[config.mk]
export PLATFORM = sky130hd
export DESIGN_NAME = cimc_regs
export DESIGN_NICKNAME = d
export VERILOG_FILES = /design/src/rtl/cimc_pkg.sv /design/src/rtl/cimc_regs.sv
export SDC_FILE = /design/constraint.sdc
export NUM_CORES = 1
export LEC_CHECK = 0
export BUFFER_PORTS_ARGS = -buffer_cell sky130_fd_sc_hd__buf_2
export CAP_MARGIN = 20
export CELL_PAD_IN_SITES_DETAIL_PLACEMENT = 0
export CELL_PAD_IN_SITES_GLOBAL_PLACEMENT = 1
export CORE_UTILIZATION = 39
export CTS_CLUSTER_DIAMETER = 150
export DETAILED_ROUTE_END_ITERATION = 10
export HOLD_SLACK_MARGIN = 0.1
export PLACE_DENSITY = 0.75
export SLEW_MARGIN = 5
export SYNTH_ARGS = -nofsm -noshare
export SYNTH_HDL_FRONTEND = slang
export SYNTH_SLANG_ARGS = --single-unit
[constraint.sdc]
create_clock -name ref_clk_in -period 1.2 [get_ports ref_clk_in]
set_input_delay 0.3 -clock ref_clk_in [delete_from_list [all_inputs] [get_ports ref_clk_in]]
set_output_delay 0.3 -clock ref_clk_in [all_outputs]
set_load 0.01 [all_outputs]
[src/rtl/cimc_pkg.sv]
package cimc_pkg;

    // ************************************************************
    // Register map
    // ************************************************************
    localparam logic [7:0] CIMC_OFS_CHARGE_STATE_CHANGE_IRQ_BLOCK_ONE  = 8'h29;
    localparam logic [7:0] CIMC_OFS_CHARGE_STATE_CHANGE_IRQ_BLOCK_TWO  = 8'h2A;
    localparam logic [7:0] CIMC_OFS_TEMP_MASK     = 8'h2B;
    localparam logic [7:0] CIMC_OFS_FAULT_MASK_0  = 8'h2C;
    localparam logic [7:0] CIMC_OFS_FAULT_MASK_1  = 8'h2D;
    localparam logic [7:0] CIMC_OFS_MEAS_CTRL     = 8'h2E;
    localparam logic [7:0] CIMC_OFS_CHAN_OFF_0    = 8'h2F;
    // Flag registers, read-only, beside the masks
    localparam logic [7:0] CIMC_OFS_CHG_FLAG_ONE  = 8'h23;
    localparam logic [7:0] CIMC_OFS_CHG_FLAG_TWO  = 8'h24;
    localparam logic [7:0] CIMC_OFS_TEMP_FLAG     = 8'h25;
    localparam logic [7:0] CIMC_OFS_FAULT_FLAG_0  = 8'h26;
    localparam logic [7:0] CIMC_OFS_FAULT_FLAG_1  = 8'h27;

    // ************************************************************
    // Writable bit masks (implemented storage per register)
    // ************************************************************
    localparam logic [7:0] CIMC_WR_CHARGE_STATE_CHANGE_IRQ_BLOCK_ONE   = 8'hD7;
    localparam logic [7:0] CIMC_WR_CHARGE_STATE_CHANGE_IRQ_BLOCK_TWO   = 8'h7F;
    localparam logic [7:0] CIMC_WR_TEMP_MASK      = 8'h1F;
    localparam logic [7:0] CIMC_WR_FAULT_MASK_0   = 8'hFF;
    localparam logic [7:0] CIMC_WR_FAULT_MASK_1   = 8'hFC;
    localparam logic [7:0] CIMC_WR_MEAS_CTRL      = 8'hFF;
    localparam logic [7:0] CIMC_WR_CHAN_OFF_0     = 8'hFE;
    // Bits that watchdog expiry also clears
    localparam logic [7:0] CIMC_WDOG_TEMP_CLR     = 8'h0F;
    localparam logic [7:0] CIMC_WDOG_MEAS_CLR     = 8'h80;
    // Fault events with a flag of their own; spare bits 5..3 stay read-only zero
    localparam logic [7:0] CIMC_EVT_FAULT_MASK_1  = 8'hC4;

    // ************************************************************
    // Reset values
    // ************************************************************
    localparam logic [7:0] CIMC_RST_MASK          = 8'h00;
    localparam logic [7:0] CIMC_RST_MEAS_CTRL     = 8'h30;

    // ************************************************************
    // Measurement control field positions
    // ************************************************************
    localparam int CIMC_MEAS_EN_BIT    = 7;
    localparam int CIMC_MEAS_ONESHOT   = 6;
    localparam int CIMC_MEAS_SPEED_HI  = 5;
    localparam int CIMC_MEAS_SPEED_LO  = 4;
    localparam int CIMC_MEAS_AVG_BIT   = 3;
    localparam int CIMC_MEAS_SEED_BIT  = 2;

    // ************************************************************
    // Carriers
    // ************************************************************
    typedef struct packed {
        logic [7:0] chg_one;
        logic [7:0] chg_two;
        logic [7:0] temp;
        logic [7:0] fault_0;
        logic [7:0] fault_1;
    } cimc_evt_t;

    typedef struct packed {
        logic       enable;
        logic       one_shot;
        logic [1:0] speed;
        logic       running_avg;
        logic       seed_fresh;
        logic [6:0] channel_off;
    } cimc_meas_t;

    typedef struct packed {
        logic       wr;
        logic       rd;
        logic [7:0] addr;
        logic [7:0] wdata;
    } cimc_req_t;

endpackage : cimc_pkg

[src/rtl/cimc_regs.sv]
`timescale 1ns/1ps
module cimc_regs
    import cimc_pkg::*;
(
    // Clock and reset
    input  wire logic      ref_clk_in,
    input  wire logic      nrst_in,
    // Register access from the serial front end (same clock)
    input  wire cimc_req_t req_in,
    output logic [7:0]     rdata_out,
    // Resets of the register file (same clock, one-cycle pulses)
    input  wire logic      reg_reset_in,
    input  wire logic      wdog_expire_in,
    // Event pulses from the charger core (same clock)
    input  wire cimc_evt_t evt_in,
    // Conversion pass finished (same clock)
    input  wire logic      conv_pass_done_in,
    // Measurement settings to the converter
    output cimc_meas_t     meas_out,
    // Interrupt pin, active low pulse
    output logic           irq_n_out
);

    // ************************************************************
    // Storage
    // ************************************************************
    logic [7:0] charge_state_change_irq_block_one;
    logic [7:0] charge_state_change_irq_block_two;
    logic [7:0] temp_mask;
    logic [7:0] fault_mask_0;
    logic [7:0] fault_mask_1;
    logic [7:0] meas_ctrl;
    logic [7:0] chan_off_0;
    cimc_evt_t  flag;
    cimc_evt_t  evt_full;
    cimc_evt_t  mask_all;
    cimc_evt_t  next_flag;
    logic       irq_pulse;

    // Write with a per-register mask of implemented bits
    function automatic logic [7:0] cimc_wr_merge(input logic [7:0] old_v,
                                                 input logic [7:0] new_v,
                                                 input logic [7:0] wmask);
        cimc_wr_merge = (old_v & ~wmask) | (new_v & wmask);
    endfunction : cimc_wr_merge

    function automatic logic cimc_hit(input cimc_req_t r, input logic [7:0] ofs);
        cimc_hit = r.wr && (r.addr == ofs);
    endfunction : cimc_hit

    // ************************************************************
    // Charger mask registers
    // ************************************************************
    // Register reset clears everything; the watchdog does not touch these
    always_ff @(posedge ref_clk_in or negedge nrst_in) begin
        if (!nrst_in) begin
            charge_state_change_irq_block_one <= CIMC_RST_MASK;
            charge_state_change_irq_block_two <= CIMC_RST_MASK;
        end else if (reg_reset_in) begin
            charge_state_change_irq_block_one <= CIMC_RST_MASK;
            charge_state_change_irq_block_two <= CIMC_RST_MASK;
        end else begin
            if (cimc_hit(req_in, CIMC_OFS_CHARGE_STATE_CHANGE_IRQ_BLOCK_ONE)) begin
                charge_state_change_irq_block_one <= cimc_wr_merge(charge_state_change_irq_block_one, req_in.wdata,
                                              CIMC_WR_CHARGE_STATE_CHANGE_IRQ_BLOCK_ONE);
            end
            if (cimc_hit(req_in, CIMC_OFS_CHARGE_STATE_CHANGE_IRQ_BLOCK_TWO)) begin
                charge_state_change_irq_block_two <= cimc_wr_merge(charge_state_change_irq_block_two, req_in.wdata,
                                              CIMC_WR_CHARGE_STATE_CHANGE_IRQ_BLOCK_TWO);
            end
        end
    end

    // ************************************************************
    // Temperature zone mask
    // ************************************************************
    // Bit 4 is a spare read-write bit; only the zone bits clear on watchdog
    always_ff @(posedge ref_clk_in or negedge nrst_in) begin
        if (!nrst_in) begin
            temp_mask <= CIMC_RST_MASK;
        end else if (reg_reset_in) begin
            temp_mask <= CIMC_RST_MASK;
        end else if (wdog_expire_in) begin
            temp_mask <= temp_mask & ~CIMC_WDOG_TEMP_CLR;
        end else if (cimc_hit(req_in, CIMC_OFS_TEMP_MASK)) begin
            temp_mask <= cimc_wr_merge(temp_mask, req_in.wdata,
                                       CIMC_WR_TEMP_MASK);
        end
    end

    // ************************************************************
    // Fault mask registers
    // ************************************************************
    always_ff @(posedge ref_clk_in or negedge nrst_in) begin
        if (!nrst_in) begin
            fault_mask_0 <= CIMC_RST_MASK;
            fault_mask_1 <= CIMC_RST_MASK;
        end else if (reg_reset_in) begin
            fault_mask_0 <= CIMC_RST_MASK;
            fault_mask_1 <= CIMC_RST_MASK;
        end else begin
            if (cimc_hit(req_in, CIMC_OFS_FAULT_MASK_0)) begin
                fault_mask_0 <= cimc_wr_merge(fault_mask_0, req_in.wdata,
                                              CIMC_WR_FAULT_MASK_0);
            end
            if (cimc_hit(req_in, CIMC_OFS_FAULT_MASK_1)) begin
                fault_mask_1 <= cimc_wr_merge(fault_mask_1, req_in.wdata,
                                              CIMC_WR_FAULT_MASK_1);
            end
        end
    end

    // ************************************************************
    // Measurement control and channel disable
    // ************************************************************
    // Watchdog stops the converter but keeps the chosen mode and speed
    always_ff @(posedge ref_clk_in or negedge nrst_in) begin
        if (!nrst_in) begin
            meas_ctrl  <= CIMC_RST_MEAS_CTRL;
            chan_off_0 <= CIMC_RST_MASK;
        end else if (reg_reset_in) begin
            meas_ctrl  <= CIMC_RST_MEAS_CTRL;
            chan_off_0 <= CIMC_RST_MASK;
        end else begin
            if (wdog_expire_in) begin
                meas_ctrl <= meas_ctrl & ~CIMC_WDOG_MEAS_CLR;
            end else if (cimc_hit(req_in, CIMC_OFS_MEAS_CTRL)) begin
                meas_ctrl <= cimc_wr_merge(meas_ctrl, req_in.wdata,
                                           CIMC_WR_MEAS_CTRL);
            end
            if (cimc_hit(req_in, CIMC_OFS_CHAN_OFF_0)) begin
                chan_off_0 <= cimc_wr_merge(chan_off_0, req_in.wdata,
                                            CIMC_WR_CHAN_OFF_0);
            end
        end
    end

    // Settings leave straight from the register flops
    always_comb begin
        meas_out.enable      = meas_ctrl[CIMC_MEAS_EN_BIT];
        meas_out.one_shot    = meas_ctrl[CIMC_MEAS_ONESHOT];
        meas_out.speed       = meas_ctrl[CIMC_MEAS_SPEED_HI:CIMC_MEAS_SPEED_LO];
        meas_out.running_avg = meas_ctrl[CIMC_MEAS_AVG_BIT];
        meas_out.seed_fresh  = meas_ctrl[CIMC_MEAS_SEED_BIT];
        meas_out.channel_off = chan_off_0[7:1];
    end

    // ************************************************************
    // Event flags and interrupt
    // ************************************************************
    // Conversion done only counts in single pass mode and with the converter on
    always_comb begin
        evt_full            = evt_in;
        evt_full.chg_two[5] = conv_pass_done_in && meas_ctrl[CIMC_MEAS_EN_BIT]
                              && meas_ctrl[CIMC_MEAS_ONESHOT];
        mask_all = {charge_state_change_irq_block_one & CIMC_WR_CHARGE_STATE_CHANGE_IRQ_BLOCK_ONE,
                    charge_state_change_irq_block_two & CIMC_WR_CHARGE_STATE_CHANGE_IRQ_BLOCK_TWO,
                    temp_mask & CIMC_WDOG_TEMP_CLR,
                    fault_mask_0,
                    fault_mask_1 & CIMC_WR_FAULT_MASK_1};
        evt_full = evt_full & {CIMC_WR_CHARGE_STATE_CHANGE_IRQ_BLOCK_ONE, CIMC_WR_CHARGE_STATE_CHANGE_IRQ_BLOCK_TWO,
                               CIMC_WDOG_TEMP_CLR, CIMC_WR_FAULT_MASK_0,
                               CIMC_EVT_FAULT_MASK_1};
    end

    // Flags clear on read of their register; a new event that cycle wins
    always_comb begin
        next_flag = flag;
        if (req_in.rd) begin
            case (req_in.addr)
                CIMC_OFS_CHG_FLAG_ONE: next_flag.chg_one = 8'h00;
                CIMC_OFS_CHG_FLAG_TWO: next_flag.chg_two = 8'h00;
                CIMC_OFS_TEMP_FLAG:    next_flag.temp    = 8'h00;
                CIMC_OFS_FAULT_FLAG_0: next_flag.fault_0 = 8'h00;
                CIMC_OFS_FAULT_FLAG_1: next_flag.fault_1 = 8'h00;
                default:               next_flag         = flag;
            endcase
        end
        next_flag = next_flag | evt_full;
    end

    always_ff @(posedge ref_clk_in or negedge nrst_in) begin
        if (!nrst_in) begin
            flag <= '0;
        end else begin
            flag <= next_flag;
        end
    end

    // One low cycle for any unmasked event whose flag is not already set; masks never gate the flags
    assign irq_pulse = |(evt_full & ~flag & ~mask_all);

    always_ff @(posedge ref_clk_in or negedge nrst_in) begin
        if (!nrst_in) begin
            irq_n_out <= 1'b1;
        end else begin
            irq_n_out <= ~irq_pulse;
        end
    end

    // ************************************************************
    // Read back
    // ************************************************************
    // Unmapped addresses read zero
    always_ff @(posedge ref_clk_in or negedge nrst_in) begin
        if (!nrst_in) begin
            rdata_out <= 8'h00;
        end else if (req_in.rd) begin
            case (req_in.addr)
                CIMC_OFS_CHARGE_STATE_CHANGE_IRQ_BLOCK_ONE: rdata_out <= charge_state_change_irq_block_one;
                CIMC_OFS_CHARGE_STATE_CHANGE_IRQ_BLOCK_TWO: rdata_out <= charge_state_change_irq_block_two;
                CIMC_OFS_TEMP_MASK:    rdata_out <= temp_mask;
                CIMC_OFS_FAULT_MASK_0: rdata_out <= fault_mask_0;
                CIMC_OFS_FAULT_MASK_1: rdata_out <= fault_mask_1;
                CIMC_OFS_MEAS_CTRL:    rdata_out <= meas_ctrl;
                CIMC_OFS_CHAN_OFF_0:   rdata_out <= chan_off_0;
                CIMC_OFS_CHG_FLAG_ONE: rdata_out <= flag.chg_one;
                CIMC_OFS_CHG_FLAG_TWO: rdata_out <= flag.chg_two;
                CIMC_OFS_TEMP_FLAG:    rdata_out <= flag.temp;
                CIMC_OFS_FAULT_FLAG_0: rdata_out <= flag.fault_0;
                CIMC_OFS_FAULT_FLAG_1: rdata_out <= flag.fault_1;
                default:               rdata_out <= 8'h00;
            endcase
        end
    end
endmodule : cimc_regs

---- Word level (Yosys, flattened, before mapping) ----
Index checks and enable logic that the tools add are counted.
cells by class
  muxes and demuxes ....................... 23
  div/mod/pow operators ................... 0
  add/sub/neg operators ................... 0
  $mul .................................... 0
  equality and inequality tests ........... 13
  reduce and logical (&&, ||, !) cells .... 21
  shift-type cells ........................ 0
  order comparisons ....................... 0
  bitwise gates (word level) .............. 11
operators by type and width
  cell                                           number
  2-to-1 mux 8 bit                               21
  == test 8 x 6 -> 1 bit, second input constant  12
  case mux 8 bit (12 select lines)               1
  bitwise AND 40 bit                             2
  NOT 40 bit                                     2
  2-to-1 mux 40 bit                              1
  bitwise OR 40 bit                              1
  OR reduction 40 bit                            1
  nonzero test 2 bit                             7
  logical AND 1 bit                              9
  bitwise OR 1 x 8 -> 8 bit                      1
  bitwise OR 2 x 8 -> 8 bit                      1
  bitwise OR 6 x 8 -> 8 bit                      1
  bitwise OR 8 x 5 -> 8 bit                      1
  bitwise OR 8 x 7 -> 8 bit                      1
  nonzero test 3 bit                             2
  AND reduction 2 bit                            2
  inequality test 2 bit, second input constant   1
  NOT 1 bit                                      1
word-level totals
  register bits after elaboration ......... 105
  input bits .............................. 63
  ROM bits ................................ 0
  bits in latches ......................... 0
  memories ................................ 0
  bits in writable memories ............... 0
  word-level logic and storage cells ...... 84

---- Logic depth before layout (Yosys ltp) ----
  word-level depth ........................ 6
  mapped depth ............................ 7
  mapped depth without buffers ............ 5

---- Least setup slack after synthesis ----
Ideal clock, no wire load.
  kind .................................... input port to flip-flop
  from .................................... input req_in[12] (netlist name)
  to ...................................... register fault_mask_0[0]
  required time ........................... 1,068 ps
  path buffers ............................ 1
  setup time .............................. 132 ps
  arrival time ............................ 1,504 ps
  stages .................................. 6
  setup slack ............................. -436 ps
  cells stage by stage .................... nor4b_4 and2_2 buf_6 nand4_4 mux2i_1 nor2_1
between the ends
  cells in the longest elaborated chain, start to end .. 3
ends and longest elaborated chain
  item                          line              RTL
  start: declaration            cimc_regs.sv:9    input wire cimc_req_t req_in,
  == test 8 x 6 -> 1 bit        cimc_regs.sv:48   cimc_hit = r.wr && (r.addr == ofs);
  logical AND 1 bit             cimc_regs.sv:48
  nonzero test 2 bit (no line)  n/a
  end signal: assignment        cimc_regs.sv:103  fault_mask_0 <= cimc_wr_merge(fault_mask_0, req_in.wdata,
  end: declaration              cimc_regs.sv:30   logic [7:0] fault_mask_0;
Every way passes these cells.
A chain may end at the register's enable or synchronous reset.

---- Worst setup path in the final report ----
  from .................................... register meas_ctrl[4]
  to ...................................... output meas_out[9] (netlist name)
RTL lines
  item                      line              RTL
  start: declaration        cimc_regs.sv:32   logic [7:0] meas_ctrl;
  start signal: assignment  cimc_regs.sv:126  meas_ctrl <= meas_ctrl & ~CIMC_WDOG_MEAS_CLR;
  start signal: assignment  cimc_regs.sv:128  meas_ctrl <= cimc_wr_merge(meas_ctrl, req_in.wdata,
  end: declaration          cimc_regs.sv:19   output cimc_meas_t meas_out,
No word-level cell between the ends.

==> run summary <==
Number of diodes - 0
Register area share after synthesis - 48.1%
Share of the synthesized area in the top cell type - 46.3%
PortBufs - 71
Initial antenna violation count - 0
Total Power - 5.60 mW
M1 GR Usage - 38.6%
Core area - 10900 um2
Ys async rst share - 100%
Max transition margin - 66.4%
Clock-pin slew on the worst setup and hold paths - 0.10 ns
Layout cells sized above 1 - 45.9%
Clock tree sinks - 84
# IOs - 85
Hold Startpoint - evt_in[2]
Detailed-route DRC error count - 0
Placed Area - 5640 um2
PD cells - 862 nW/um2
Final instance area - 6500 um2
Routability cong. - 0.885
Crit. End Element - output pin
DR vias - 4045
Final Cycle Share - 118%
Drt wl/cell - 20.3 um
Hold slack final - 0.111 ns
Clk root buf - clkbuf_8
Maximum VDD drop - 0.000651 V
Post-Syn Area - 4380 um2
Vias in the first global route - 4010
Number of max-cap violations - 0
Worst Tran Pin Value - 0.502 ns
Final Hold Viols - 0
Overflow after GRT - 0
Most frequent CP cell - buf_6
R2R depth - 3
DRT Pass-1 Iters - 5
Flops & latches, synth - 84
Yosys top cell by area - dfrtp_1
Post-synth net total - 472
Count leader, synth - dfrtp_1
CP max stage delay - 0.55 ns
RSZ-0062 raised after global routing - true
Final setup fails - 87
Antenna violation net count after detailed routing - 0
Slowest stage cell, crit path - dfstp_2
H-tree depth - 3
CP Launch Type - flip-flop
Worst Hold Class - in -> reg
Mean Syn Cell Area - 10.7 um2
Largest net degree at the start of global routing - 48
CTS max path bufs - 2
Maximum clock rate - 708 MHz
Final net count - 664
Total track usage - 27.3%
Setup ws final - -0.212 ns
TritonCTS clock tree - yes
Status - finished with violations
Layout fillers - 909
Global route hottest layer - met2
Rows - 38
Vias per inst - 5.42
CP cell instances - buf_6, buf_6
YS warnings - 0
CP Data Required Time - 0.90 ns
Met3 GRT Util - 3.45%
Fin. max-slew vios - 0
Die Ht - 108 um
Synth cell types - 52
Met2 Use GR - 42.5%
Die ar. - 11600 um2
Leak Pwr - 3.26 nW
Worst Path Buf+Inv - 2
Arrival time of the worst setup path - 1.11 ns
Top post-synthesis cells by area - dfrtp_1, mux2i_1, nor2_1
Critical path depth - 2
Clk_skew - 0.0166 ns
Family with the most delay on the worst path - flip-flops
Worst Setup SP - meas_ctrl[4]$_DFFE_PN1P_
Post-synth EDFFs - 0
Initial DRC Count - 284
Synth top cells by count - dfrtp_1, nor2_1, mux2i_1, a21o_1, a22oi_1
Hpwl dp - 11200 um
Num CTS Buffers - 9
R2r startpoint - chan_off_0[4]$_DFFE_PN0P_
Synthesis-to-finish area growth - 48.5%
Starting Density - 40.2%
Main flop type after synthesis - dfrtp_1
Worst hold path stage count - 2
Final wirelength - 15100 um
Failing checks - setup timing
First-pass GRT wire length - 23000 um
Maximum fanout along the worst path - 2
Mapped Cells - 409
WS Path Type - reg -> out
Die extent in x - 108 um
Latest clock arrival within the worst-skew pair - 0.38 ns
Final Critical Period - 1.41 ns
-- sequential cells by signal, indices dropped and copies added (netlist names) --
name	flops
chan_off_0	7
charge_state_change_irq_block_one	6
charge_state_change_irq_block_two	7
fault_mask_0	8
fault_mask_1	6
flag	28
irq_n_out	1
meas_ctrl	8
rdata_out	8
temp_mask	5
-- where the power goes --
| part | internal (mW) | leakage, nW | total, mW | switching, mW |
|---|---|---|---|---|
| logic | 0.321 | 2.14 | 0.717 | 0.396 |
| registers | 2.84 | 1.02 | 2.84 | 0.00519 |
| clock network | 0.849 | 0.0958 | 2.04 | 1.19 |
-- final timing paths --
kind                                             to  slack [ns]
max in group asynchronous  meas_ctrl[5]$_DFFE_PN1P_        0.33
max                                     meas_out[9]       -0.21
min in group asynchronous        flag[32]$_DFF_PN0_        0.35
max reg2reg                rdata_out[4]$_DFFE_PN0P_       -0.15
min reg2reg                       flag[9]$_DFF_PN0_        0.53
min                               flag[2]$_DFF_PN0_        0.11
-- kinds of logic (layout without fill, tap and decap cells) --
group	after synthesis	after routing	synth area share (%)
AO/OA/AOI/OAI	87	87	14.8
buffers and inverters	35	232	4.55
AND/OR/NAND/NOR	139	139	16.8
flip-flops	84	84	48.1
adder cells (fa/ha/maj)	1	1	0.229
multiplexers	63	63	15.5
-- routing by layer --
layer,part of all wire [%],vias to the layer above
met2,48,126
met4,2.3,0
li1,-,1870
met5,0,-
met1,46,2027
met3,4.6,22
-- metrics by stage --
stage | utilization (%) | setup slack [ns] | cells | TNS (ns)
3_5_place_dp | 51.8 | -0.702 | 700 | -48.68
5_1_grt | 59.7 | -0.247 | 746 | -12.87
6_report | 59.7 | -0.212 | 746 | -8.50
2_1_floorplan | - | -0.432 | 409 | -25.20
3_3_place_gp | 51.8 | -0.637 | 700 | -45.06
4_1_cts | 58.6 | -0.223 | 742 | -9.22
-- final cells by class --
cell class                 count  area, um2  share of cell area (%)
multi-input combinational    290       2310                    35.5
sequential                    84       2110                    32.4
timing repair buffer         208       1680                    25.9
tap                          140        175                    2.70
clock buffer                  10        138                    2.12
clock inverter                 6       53.8                   0.828
inverter                       8       30.0                   0.462
-- cell usage in the layout, fill, tap and decap left out, types with 3 or more instances in the layout --
master | Yosys | layout
nand4_1 | 8 | 8
a22oi_2 | 0 | 3
nand3_2 | 2 | 3
a21o_1 | 27 | 27
buf_6 | 4 | 38
dfstp_2 | 3 | 3
mux2_4 | 0 | 3
dfrtp_1 | 81 | 80
a22oi_1 | 18 | 15
nor3_1 | 5 | 4
nor2b_1 | 9 | 8
a21oi_1 | 5 | 3
nand2b_1 | 4 | 4
inv_1 | 7 | 7
nand2_1 | 12 | 7
buf_12 | 0 | 7
o21ai_1 | 0 | 3
mux2_2 | 8 | 5
mux2i_1 | 52 | 51
nor2_1 | 72 | 71
inv_6 | 0 | 3
nand4_4 | 3 | 4
mux4_2 | 3 | 3
nand3_4 | 1 | 5
nand3_1 | 13 | 8
clkbuf_8 | 0 | 10
nand2_4 | 0 | 3
a22o_1 | 3 | 3
buf_2 | 5 | 54
o21ai_0 | 7 | 4
o22ai_1 | 4 | 3
buf_4 | 7 | 105
-- worst reg2reg max path, stage by stage, from the launching register on --
cell and delay (ns):
dfrtp_1 0.40, mux4_2 0.51, a21oi_2 0.19, o221ai_1 0.12
-- timing repair --
item	4_1_cts	5_1_grt
setup buffers	25	4
endpoints found under the hold margin	67	0
gates resized for setup	69	21
cloned	1	0
pin swaps	37	24
hold buffers	1	0
setup endpoints to repair	106	106
Note: power is estimated with default switching activity, not from simulation.
